--- src/core_bank_defs.svh ---
`ifndef CORE_BANK_DEFS_SVH
`define CORE_BANK_DEFS_SVH

// ------------------------------------------------------------
// register indices (byte address = index * 4)
// ------------------------------------------------------------
`define IRQ_FLAGS_0_IDX     14'h0800
`define IRQ_FLAGS_1_IDX     14'h0802
`define IRQ_FLAGS_2_IDX     14'h0804
`define IRQ_FLAGS_3_IDX     14'h0806
`define IRQ_FLAGS_4_IDX     14'h0808
`define IRQ_FLAGS_5_IDX     14'h080a
`define IRQ_FLAGS_6_IDX     14'h080c
`define IRQ_FLAGS_8_IDX     14'h0810
`define IRQ_FLAGS_9_IDX     14'h0812
`define IRQ_ENABLES_0_IDX   14'h0820
`define IRQ_ENABLES_1_IDX   14'h0822
`define IRQ_ENABLES_2_IDX   14'h0824
`define CORE_CONTROL_IDX    14'h0880

// ------------------------------------------------------------
// core control fields
// ------------------------------------------------------------
`define CC_MULT_INTEGER_BIT 0
`define CC_ROUNDING_BIT     1
`define CC_FRAME_ACTIVE_BIT 2
`define CC_PRIO_HIGH_BIT    3
`define CC_IMPL_MASK        16'h000f

// ------------------------------------------------------------
// status word priority field
// ------------------------------------------------------------
`define SR_PRIO_MSB         7
`define SR_PRIO_LSB         5

// ------------------------------------------------------------
// reset values and bus answers
// ------------------------------------------------------------
`define IRQ_WORD_RESET      16'h0000
`define CORE_CONTROL_RESET  4'h0
`define AXI_RESP_OKAY       2'b00
`define AXI_RESP_SLVERR     2'b10

`endif

--- src/core_bank_pkg.sv ---
package core_bank_pkg;

   typedef logic [15:0] word_type;
   typedef logic [24:0] eff_addr_type;

   typedef struct packed {
      word_type flags_ff;
   } flag_word_state_type;

   typedef struct packed {
      logic                awready_ff;
      logic                wready_ff;
      logic                aw_held_ff;
      logic                w_held_ff;
      logic [13:0]         aw_idx_ff;
      word_type            wdata_ff;
      logic [1:0]          wstrb_ff;
      logic                bvalid_ff;
      logic [1:0]          bresp_ff;
      logic                arready_ff;
      logic                rvalid_ff;
      logic [1:0]          rresp_ff;
      word_type            rdata_ff;
      logic [3:0]          core_ctl_ff;
      logic [2:0][15:0]    enables_ff;
      logic [2:0][15:0]    requests_ff;
      logic                irq_ff;
      logic [3:0]          prio_level_ff;
      eff_addr_type        frame_rd_ff;
      eff_addr_type        frame_wr_ff;
      eff_addr_type        stack_rd_ff;
      eff_addr_type        stack_wr_ff;
   } core_bank_state_type;

endpackage

--- src/core_mode_and_irq_flag_bank.sv ---
// Notes on behaviour
// - With the stack-frame bit set, frame and stack pointers address 0x0000..0xffff flat, pages ignored.
// - With the stack-frame bit clear, those pointers address extended data space by paging when bit 15 is set, base space flat otherwise.
// - Rounding select at core control bit 1 picks biased rounding when 1, convergent when 0.
// - Multiplier mode at core control bit 0 picks integer multiply when 1, fractional when 0.
// - Priority level is the high priority bit above status word bits 7 to 5.
`timescale 1ns/1ps
`include "core_bank_defs.svh"

module core_mode_and_irq_flag_bank (
   input  wire logic                     clk,
   input  wire logic                     reset_n,
   input  wire logic [15:0]              s_axi_awaddr,
   input  wire logic                     s_axi_awvalid,
   output logic                          s_axi_awready,
   input  wire logic [31:0]              s_axi_wdata,
   input  wire logic [3:0]               s_axi_wstrb,
   input  wire logic                     s_axi_wvalid,
   output logic                          s_axi_wready,
   output logic [1:0]                    s_axi_bresp,
   output logic                          s_axi_bvalid,
   input  wire logic                     s_axi_bready,
   input  wire logic [15:0]              s_axi_araddr,
   input  wire logic                     s_axi_arvalid,
   output logic                          s_axi_arready,
   output logic [31:0]                   s_axi_rdata,
   output logic [1:0]                    s_axi_rresp,
   output logic                          s_axi_rvalid,
   input  wire logic                     s_axi_rready,
   input  wire logic [143:0]             irq_events,
   input  wire core_bank_pkg::word_type  cpu_status_word,
   input  wire core_bank_pkg::word_type  frame_pointer_reg,
   input  wire core_bank_pkg::word_type  stack_pointer_reg,
   input  wire logic [9:0]               data_read_page,
   input  wire logic [8:0]               data_write_page,
   output logic                          irq,
   output logic [47:0]                   irq_requests,
   output logic [3:0]                    cpu_priority_level,
   output logic                          rounding_biased,
   output logic                          multiply_integer,
   output logic                          stack_frame_active,
   output core_bank_pkg::eff_addr_type   frame_read_addr,
   output core_bank_pkg::eff_addr_type   frame_write_addr,
   output core_bank_pkg::eff_addr_type   stack_read_addr,
   output core_bank_pkg::eff_addr_type   stack_write_addr
);
   import core_bank_pkg::*;

   localparam int FLAG_WORDS = 9;
   localparam int EN_WORDS   = 3;
   localparam logic [13:0] FLAG_IDX [FLAG_WORDS] = '{
      `IRQ_FLAGS_0_IDX, `IRQ_FLAGS_1_IDX, `IRQ_FLAGS_2_IDX,
      `IRQ_FLAGS_3_IDX, `IRQ_FLAGS_4_IDX, `IRQ_FLAGS_5_IDX,
      `IRQ_FLAGS_6_IDX, `IRQ_FLAGS_8_IDX, `IRQ_FLAGS_9_IDX};
   localparam logic [13:0] EN_IDX [EN_WORDS] = '{
      `IRQ_ENABLES_0_IDX, `IRQ_ENABLES_1_IDX, `IRQ_ENABLES_2_IDX};

   localparam core_bank_state_type STATE_RESET = '{
      awready_ff:    1'b1,
      wready_ff:     1'b1,
      aw_held_ff:    1'b0,
      w_held_ff:     1'b0,
      aw_idx_ff:     14'h0000,
      wdata_ff:      16'h0000,
      wstrb_ff:      2'h0,
      bvalid_ff:     1'b0,
      bresp_ff:      `AXI_RESP_OKAY,
      arready_ff:    1'b1,
      rvalid_ff:     1'b0,
      rresp_ff:      `AXI_RESP_OKAY,
      rdata_ff:      16'h0000,
      core_ctl_ff:   `CORE_CONTROL_RESET,
      enables_ff:    {3{`IRQ_WORD_RESET}},
      requests_ff:   48'h000000000000,
      irq_ff:        1'b0,
      prio_level_ff: 4'h0,
      frame_rd_ff:   25'h0000000,
      frame_wr_ff:   25'h0000000,
      stack_rd_ff:   25'h0000000,
      stack_wr_ff:   25'h0000000};

   core_bank_state_type state_ff;
   core_bank_state_type nxt_state;

   word_type                flags       [FLAG_WORDS];
   logic [FLAG_WORDS-1:0]   flag_wr;
   logic                    write_fire;
   eff_addr_type            fp_rd;
   eff_addr_type            fp_wr;
   eff_addr_type            sp_rd;
   eff_addr_type            sp_wr;

   assign write_fire = state_ff.aw_held_ff && state_ff.w_held_ff && !state_ff.bvalid_ff;

   // ------------------------------------------------------------
   // flag words
   // ------------------------------------------------------------
   genvar gi;
   generate
      for (gi = 0; gi < FLAG_WORDS; gi++) begin : g_flags
         assign flag_wr[gi] = write_fire && (state_ff.aw_idx_ff == FLAG_IDX[gi]);
         irq_flag_word u_flag (
            .clk     (clk),
            .reset_n (reset_n),
            .wr_en   (flag_wr[gi]),
            .wr_data (state_ff.wdata_ff),
            .wr_strb (state_ff.wstrb_ff),
            .events  (irq_events[gi*16 +: 16]),
            .flags   (flags[gi])
         );
      end
   endgenerate

   // ------------------------------------------------------------
   // pointer address mapping
   // ------------------------------------------------------------
   frame_addr_map u_frame_map (
      .stack_frame_active (state_ff.core_ctl_ff[`CC_FRAME_ACTIVE_BIT]),
      .pointer            (frame_pointer_reg),
      .data_read_page     (data_read_page),
      .data_write_page    (data_write_page),
      .rd_addr            (fp_rd),
      .wr_addr            (fp_wr)
   );

   frame_addr_map u_stack_map (
      .stack_frame_active (state_ff.core_ctl_ff[`CC_FRAME_ACTIVE_BIT]),
      .pointer            (stack_pointer_reg),
      .data_read_page     (data_read_page),
      .data_write_page    (data_write_page),
      .rd_addr            (sp_rd),
      .wr_addr            (sp_wr)
   );

   // ------------------------------------------------------------
   // next state
   // ------------------------------------------------------------
   always_comb begin
      logic [13:0] rd_idx;
      logic        rd_hit;
      word_type    rd_word;
      word_type    merged;
      logic        wr_hit;
      rd_idx  = s_axi_araddr[15:2];
      rd_hit  = 1'b0;
      rd_word = 16'h0000;
      merged  = 16'h0000;
      wr_hit  = 1'b0;
      nxt_state = state_ff;

      // write address and data, taken in either order
      if (s_axi_awvalid && state_ff.awready_ff) begin
         nxt_state.aw_held_ff = 1'b1;
         nxt_state.awready_ff = 1'b0;
         nxt_state.aw_idx_ff  = s_axi_awaddr[15:2];
      end
      if (s_axi_wvalid && state_ff.wready_ff) begin
         nxt_state.w_held_ff = 1'b1;
         nxt_state.wready_ff = 1'b0;
         nxt_state.wdata_ff  = s_axi_wdata[15:0];
         nxt_state.wstrb_ff  = s_axi_wstrb[1:0];
      end
      if (state_ff.bvalid_ff && s_axi_bready) begin
         nxt_state.bvalid_ff = 1'b0;
      end

      // commit a held write
      if (write_fire) begin
         for (int i = 0; i < FLAG_WORDS; i++) begin
            if (flag_wr[i]) begin
               wr_hit = 1'b1;
            end
         end
         for (int i = 0; i < EN_WORDS; i++) begin
            if (state_ff.aw_idx_ff == EN_IDX[i]) begin
               wr_hit = 1'b1;
               merged = state_ff.enables_ff[i];
               if (state_ff.wstrb_ff[0]) begin
                  merged[7:0] = state_ff.wdata_ff[7:0];
               end
               if (state_ff.wstrb_ff[1]) begin
                  merged[15:8] = state_ff.wdata_ff[15:8];
               end
               nxt_state.enables_ff[i] = merged;
            end
         end
         if (state_ff.aw_idx_ff == `CORE_CONTROL_IDX) begin
            wr_hit = 1'b1;
            if (state_ff.wstrb_ff[0]) begin
               nxt_state.core_ctl_ff = state_ff.wdata_ff[3:0];
            end
         end
         nxt_state.bvalid_ff  = 1'b1;
         nxt_state.bresp_ff   = wr_hit ? `AXI_RESP_OKAY : `AXI_RESP_SLVERR;
         nxt_state.aw_held_ff = 1'b0;
         nxt_state.w_held_ff  = 1'b0;
         nxt_state.awready_ff = 1'b1;
         nxt_state.wready_ff  = 1'b1;
      end

      // read decode
      if (rd_idx == `IRQ_FLAGS_0_IDX) begin
         rd_hit  = 1'b1;
         rd_word = flags[0];
      end else if (rd_idx == `IRQ_FLAGS_1_IDX) begin
         rd_hit  = 1'b1;
         rd_word = flags[1];
      end else if (rd_idx == `IRQ_FLAGS_2_IDX) begin
         rd_hit  = 1'b1;
         rd_word = flags[2];
      end else if (rd_idx == `IRQ_FLAGS_3_IDX) begin
         rd_hit  = 1'b1;
         rd_word = flags[3];
      end else if (rd_idx == `IRQ_FLAGS_4_IDX) begin
         rd_hit  = 1'b1;
         rd_word = flags[4];
      end else if (rd_idx == `IRQ_FLAGS_5_IDX) begin
         rd_hit  = 1'b1;
         rd_word = flags[5];
      end else if (rd_idx == `IRQ_FLAGS_6_IDX) begin
         rd_hit  = 1'b1;
         rd_word = flags[6];
      end else if (rd_idx == `IRQ_FLAGS_8_IDX) begin
         rd_hit  = 1'b1;
         rd_word = flags[7];
      end else if (rd_idx == `IRQ_FLAGS_9_IDX) begin
         rd_hit  = 1'b1;
         rd_word = flags[8];
      end else if (rd_idx == `IRQ_ENABLES_0_IDX) begin
         rd_hit  = 1'b1;
         rd_word = state_ff.enables_ff[0];
      end else if (rd_idx == `IRQ_ENABLES_1_IDX) begin
         rd_hit  = 1'b1;
         rd_word = state_ff.enables_ff[1];
      end else if (rd_idx == `IRQ_ENABLES_2_IDX) begin
         rd_hit  = 1'b1;
         rd_word = state_ff.enables_ff[2];
      end else if (rd_idx == `CORE_CONTROL_IDX) begin
         rd_hit  = 1'b1;
         rd_word = {12'h000, state_ff.core_ctl_ff} & `CC_IMPL_MASK;
      end else begin
         rd_hit  = 1'b0;
         rd_word = 16'h0000;
      end

      if (state_ff.rvalid_ff && s_axi_rready) begin
         nxt_state.rvalid_ff  = 1'b0;
         nxt_state.arready_ff = 1'b1;
      end
      if (s_axi_arvalid && state_ff.arready_ff) begin
         nxt_state.arready_ff = 1'b0;
         nxt_state.rvalid_ff  = 1'b1;
         nxt_state.rdata_ff   = rd_word;
         nxt_state.rresp_ff   = rd_hit ? `AXI_RESP_OKAY : `AXI_RESP_SLVERR;
      end

      // requests gated by enables, one level line
      for (int i = 0; i < EN_WORDS; i++) begin
         nxt_state.requests_ff[i] = flags[i] & state_ff.enables_ff[i];
      end
      nxt_state.irq_ff = |nxt_state.requests_ff;

      nxt_state.prio_level_ff = {state_ff.core_ctl_ff[`CC_PRIO_HIGH_BIT],
                                 cpu_status_word[`SR_PRIO_MSB:`SR_PRIO_LSB]};

      nxt_state.frame_rd_ff = fp_rd;
      nxt_state.frame_wr_ff = fp_wr;
      nxt_state.stack_rd_ff = sp_rd;
      nxt_state.stack_wr_ff = sp_wr;
   end

   always_ff @(posedge clk or negedge reset_n) begin
      if (!reset_n) begin
         state_ff <= STATE_RESET;
      end else begin
         state_ff <= nxt_state;
      end
   end

   // ------------------------------------------------------------
   // outputs
   // ------------------------------------------------------------
   assign s_axi_awready      = state_ff.awready_ff;
   assign s_axi_wready       = state_ff.wready_ff;
   assign s_axi_bvalid       = state_ff.bvalid_ff;
   assign s_axi_bresp        = state_ff.bresp_ff;
   assign s_axi_arready      = state_ff.arready_ff;
   assign s_axi_rvalid       = state_ff.rvalid_ff;
   assign s_axi_rresp        = state_ff.rresp_ff;
   assign s_axi_rdata        = {16'h0000, state_ff.rdata_ff};
   assign irq                = state_ff.irq_ff;
   assign irq_requests       = state_ff.requests_ff;
   assign cpu_priority_level = state_ff.prio_level_ff;
   assign rounding_biased    = state_ff.core_ctl_ff[`CC_ROUNDING_BIT];
   assign multiply_integer   = state_ff.core_ctl_ff[`CC_MULT_INTEGER_BIT];
   assign stack_frame_active = state_ff.core_ctl_ff[`CC_FRAME_ACTIVE_BIT];
   assign frame_read_addr    = state_ff.frame_rd_ff;
   assign frame_write_addr   = state_ff.frame_wr_ff;
   assign stack_read_addr    = state_ff.stack_rd_ff;
   assign stack_write_addr   = state_ff.stack_wr_ff;

endmodule

--- src/irq_flag_word.sv ---
`timescale 1ns/1ps
`include "core_bank_defs.svh"

module irq_flag_word (
   input  wire logic                clk,
   input  wire logic                reset_n,
   input  wire logic                wr_en,
   input  wire core_bank_pkg::word_type wr_data,
   input  wire logic [1:0]          wr_strb,
   input  wire core_bank_pkg::word_type events,
   output core_bank_pkg::word_type  flags
);
   import core_bank_pkg::*;

   flag_word_state_type state_ff;
   flag_word_state_type nxt_state;

   // ------------------------------------------------------------
   // byte-lane write, hardware set wins over software clear
   // ------------------------------------------------------------
   always_comb begin
      nxt_state = state_ff;
      if (wr_en) begin
         if (wr_strb[0]) begin
            nxt_state.flags_ff[7:0] = wr_data[7:0];
         end
         if (wr_strb[1]) begin
            nxt_state.flags_ff[15:8] = wr_data[15:8];
         end
      end
      nxt_state.flags_ff = nxt_state.flags_ff | events;
   end

   always_ff @(posedge clk or negedge reset_n) begin
      if (!reset_n) begin
         state_ff <= '{flags_ff: `IRQ_WORD_RESET};
      end else begin
         state_ff <= nxt_state;
      end
   end

   assign flags = state_ff.flags_ff;

endmodule

--- src/frame_addr_map.sv ---
`timescale 1ns/1ps

module frame_addr_map (
   input  wire logic                     stack_frame_active,
   input  wire core_bank_pkg::word_type  pointer,
   input  wire logic [9:0]               data_read_page,
   input  wire logic [8:0]               data_write_page,
   output core_bank_pkg::eff_addr_type   rd_addr,
   output core_bank_pkg::eff_addr_type   wr_addr
);
   import core_bank_pkg::*;

   // ------------------------------------------------------------
   // flat 16-bit range when the frame is active or pointer bit 15 is clear, else paged
   // ------------------------------------------------------------
   always_comb begin
      if (stack_frame_active || !pointer[15]) begin
         rd_addr = {9'h000, pointer};
         wr_addr = {9'h000, pointer};
      end else begin
         rd_addr = {data_read_page, pointer[14:0]};
         wr_addr = {1'b0, data_write_page, pointer[14:0]};
      end
   end

endmodule

--- config.mk ---
export PLATFORM = sky130hd
export DESIGN_NAME = core_mode_and_irq_flag_bank
export DESIGN_NICKNAME = d
export VERILOG_FILES = /design/src/core_bank_pkg.sv /design/src/core_mode_and_irq_flag_bank.sv /design/src/irq_flag_word.sv /design/src/frame_addr_map.sv
export VERILOG_INCLUDE_DIRS = /design/src /design/src/src
export SDC_FILE = /design/constraint.sdc
export NUM_CORES = 1
export LEC_CHECK = 0
export BUFFER_PORTS_ARGS = -buffer_cell sky130_fd_sc_hd__buf_2
export CAP_MARGIN = 15
export CELL_PAD_IN_SITES_DETAIL_PLACEMENT = 1
export CELL_PAD_IN_SITES_GLOBAL_PLACEMENT = 2
export CORE_AREA = 2 2 235 237
export CTS_CLUSTER_SIZE = 16
export DETAILED_ROUTE_END_ITERATION = 16
export DIE_AREA = 0 0 237 239
export HOLD_SLACK_MARGIN = 0.08
export PLACE_DENSITY = 0.84
export SLEW_MARGIN = 20
export SYNTH_ARGS = -nofsm -noshare
export SYNTH_HDL_FRONTEND = slang
export SYNTH_SLANG_ARGS = --single-unit
--- constraint.sdc ---
create_clock -name clk -period 2.5 [get_ports clk]
set_clock_uncertainty 0.1 [all_clocks]
set_input_delay 0.5 -clock clk [delete_from_list [all_inputs] [get_ports clk]]
set_output_delay 0.5 -clock clk [all_outputs]
set_load 0.005 [all_outputs]
==> summary.txt <==
status -> completed
Port Buffers -> 427
share of layout cells above drive strength 1 -> 0.342
Final Hold Fails -> 0
Root Buffer Master -> clkbuf_16
CP peak stage delay -> 0.46 ns
clk slew on worst S/H paths -> 0.06 ns
Peak VDD IR -> 485 uV
number of max-cap violations -> 0
Slew Limit Fails -> 0
Final Util -> 0.449
Final TNS setup -> 0 ns
pwr dens -> 701 nW/um2
Chip Width -> 237 um
Switch Pwr -> 5110 uW
Worst setup EP type -> register
LEAKAGE -> 0.0105 uW
Via density -> 5.10
worst setup path class -> register to register
Gate Count Post-Synth -> 1,606
CTS max path bufs -> 3
Starting Density -> 0.327
Worst path slowest cell -> nor4b_4
Die Area -> 56,600 um2
DRT Wirelength -> 74.5 mm
initial antenna violation count -> 11
Antenna Nets Post-Route -> 0
# H-tree levels -> 2
sequential-to-total area share from yosys stat -> 0.527
CTS buffer count -> 45
count of TritonRoute iterations in the first routing pass -> 5
final period demand of the worst path -> 2.45 ns
Syn Std Cell Area -> 17,800 um2
routed len/inst -> 25.2 um
CP Launch Point -> s_axi_bvalid$_DFFE_PN0P_
fmax -> 0.409 GHz
clock group share of total power -> 0.402
Most used DFF post-synth -> dfrtp_1
YS warnings -> 0
clock sink count -> 374
Layout area overhead -> 37.3%
Iter 0 DRT Violations -> 1,098
internal power -> 12,000 uW
Top Family by Delay on Critical Path -> simple AND/OR/NAND/NOR gates
gp weighted congestion -> 0.929
worst slew pin tran -> 1.05 ns
Yosys reg bits -> 374
Final Setup Violations -> 0
Seq pwr share -> 0.455
Core ar. -> 54,300 um2
Chip Height -> 239 um
Slew HR -> 0.299
DP Worst Slack -> -0.181 ns
Cell variety after synth -> 68
GR Overflow Total -> 0
WP data arrival -> 2.81 ns
clk_lat worst skew -> 0.59 ns
final setup margin -> 0.0544 ns
Crit path required time -> 2.86 ns
vias -> 15,094
Tot GR Track Use -> 0.259
ys async rst share -> 1.00
global-route wire length before repair -> 108 mm
worst path bufs/invs -> 1
hold crit path type -> primary input to register
launching point of the worst reg2reg path -> s_axi_bvalid$_DFFE_PN0P_
Net Sw Frac -> 0.299
worst-path cell chain -> nand3b_1 -> nor4b_4 -> nand2_1 -> nor2_1 -> buf_12 -> nor2b_1 -> a211o_1
IO Pins -> 483
type of origin of the critical path -> register
RSZ-0062 raised after global routing -> true
number of global-route vias before repair -> 16,400
Worst Hold Launch -> irq_events[6]
CP Max Fanout -> 16
Tcrit/Tclk final -> 0.978
final net count -> 2,503
part of the power in combinational logic -> 0.143
number of synthesized flops with an enable pin -> 0
post-DP HPWL -> 54.4 mm
DRC -> 0
clock tree from TritonCTS -> yes
Syn Area/Cell -> 11.1 um2
Cell Rows -> 86
largest net degree at the start of global routing -> 80
[cell usage in the layout, fill, tap and decap left out, types with 6 or more instances in the layout]
master	count
nor2_1	60
mux2_2	87
nand2b_1	9
clkbuf_1	12
nor3_1	18
o21a_1	7
mux2i_1	6
a21oi_1	74
nand2_1	42
o21ai_0	63
and2_1	84
conb_1	20
dlygate4sd3_1	234
nor4b_1	7
buf_4	136
o2111ai_1	8
a221o_1	7
a211o_1	144
a22oi_1	8
clkbuf_16	46
buf_2	426
nor2b_1	149
nor2_2	8
or4_1	7
buf_12	16
inv_1	11
a22o_1	14
clkbuf_8	12
nand3_1	25
nor4_1	10
dfrtp_1	371
o22ai_1	35
[worst reg2reg max path, stage by stage, from the launching register on]
cell and delay (ns):
dfrtp_1 0.41, nand3b_1 0.33, nor4b_4 0.46, nand2_1 0.25, nor2_1 0.27, buf_12 0.18
nor2b_1 0.07, a211o_1 0.27
[power by group through the flow]
stage	Clock, uW	Sequential [uW]	Combinational [uW]
4_1_cts	6990	7720	2380
5_1_grt	7250	7850	2640
2_1_floorplan	0	6990	1600
3_3_place_gp	0	7790	2020
6_report	6880	7780	2440
3_5_place_dp	0	7840	2080
[final timing paths]
path / slack (ns) / endpoint / cells past startpoint
worst max-delay path: 0.05 / g_flags[1].u_flag.flags[12]$_DFF_PN0_ / 7
worst min register to register: 0.33 / cpu_priority_level[3]$_DFF_PN0_ / 0
worst min-delay path: 0.1 / g_flags[0].u_flag.flags[6]$_DFF_PN0_ / 2
min in group asynchronous: 0.28 / state_ff[240]$_DFFE_PN0P_ / 2
max in group asynchronous: 1.12 / stack_write_addr[18]$_DFF_PN0_ / 4
worst max register to register: 0.05 / g_flags[1].u_flag.flags[12]$_DFF_PN0_ / 7
[through the flow]
stage	area, um2	power [uW]	hold WS, ns	instances
floorplan	17800	8590	0.104	1625
global placement	20400	9800	0.303	2635
detailed placement	20400	9920	0.308	2635
CTS	24300	17100	0.0906	2951
global route	24400	17700	0.0935	2958
finish	24400	17100	0.0974	2959
[final cells by class]
class | instances | area [um2]
fill | 5954 | 29900
inverter | 13 | 48.8
multi-input combinational | 970 | 6700
clock inverter | 12 | 195
clock buffer | 70 | 1360
tap | 704 | 881
timing repair buffer | 813 | 5830
antenna | 3 | 7.51
sequential | 374 | 9360
[repair_timing]
action | CTS | global route
pin swaps | 0 | 4
buffers inserted | 0 | 5
gates resized for setup | 1 | 7
setup endpoints to repair | 1 | 75
hold buffers | 234 | 0
endpoints found under the hold margin | 294 | 0
[routing by layer]
| metal | wire length (um) | part of all wire | GRT usage |
|---|---|---|---|
| met5 | 92 | 0.0012 | 0 |
| met4 | 2120 | 0.028 | 0.0806 |
| met3 | 4650 | 0.062 | 0.0564 |
| met2 | 37100 | 0.50 | 0.454 |
| met1 | 30500 | 0.41 | 0.319 |
[cells by family (layout without fill, tap and decap cells)]
kind of cell / after synthesis / after routing / share of synthesized area
buffers and inverters: 281 / 908 / 0.101
other: 1 / 23 / 0.000211
flip-flops: 374 / 374 / 0.527
AO/OA/AOI/OAI: 404 / 404 / 0.164
AND/OR/NAND/NOR: 453 / 453 / 0.149
multiplexers: 93 / 93 / 0.0585
[registers in the layout, indices dropped and copies added, names as in the netlist, 4 cells and up]
| name | flops |
|---|---|
| stack_write_addr | 9 |
| g_flags.u_flag.flags | 144 |
| cpu_priority_level | 4 |
| frame_read_addr | 25 |
| frame_write_addr | 9 |
| stack_read_addr | 25 |
| irq_requests | 48 |
| state_ff | 82 |
| s_axi_rdata | 16 |
[cell usage after synthesis, types with 5 or more instances]
library cell,n,area (um2)
dfrtp_1,371,9280
buf_4,190,1430
nor2b_1,150,938
a211o_1,144,1260
mux2_2,87,980
and2_1,85,532
a21oi_1,74,370
o21ai_0,63,315
nor2_1,60,225
clkbuf_1,50,188
nand2_1,42,158
o22ai_1,35,219
buf_2,27,135
nand3_1,25,125
nor3_1,18,90.1
a22o_1,14,123
nor4_1,13,81.3
inv_1,11,41.3
nand2b_1,9,56.3
a22oi_1,8,60.1
nor2_2,8,50.1
o2111ai_1,8,70.1
or4_1,8,60.1
a221o_1,7,70.1
nor4b_1,7,61.3
o21a_1,7,52.6
mux2i_1,6,60.1
a21o_1,5,37.5
or3_1,5,31.3
(Power assumes the default switching activity.)
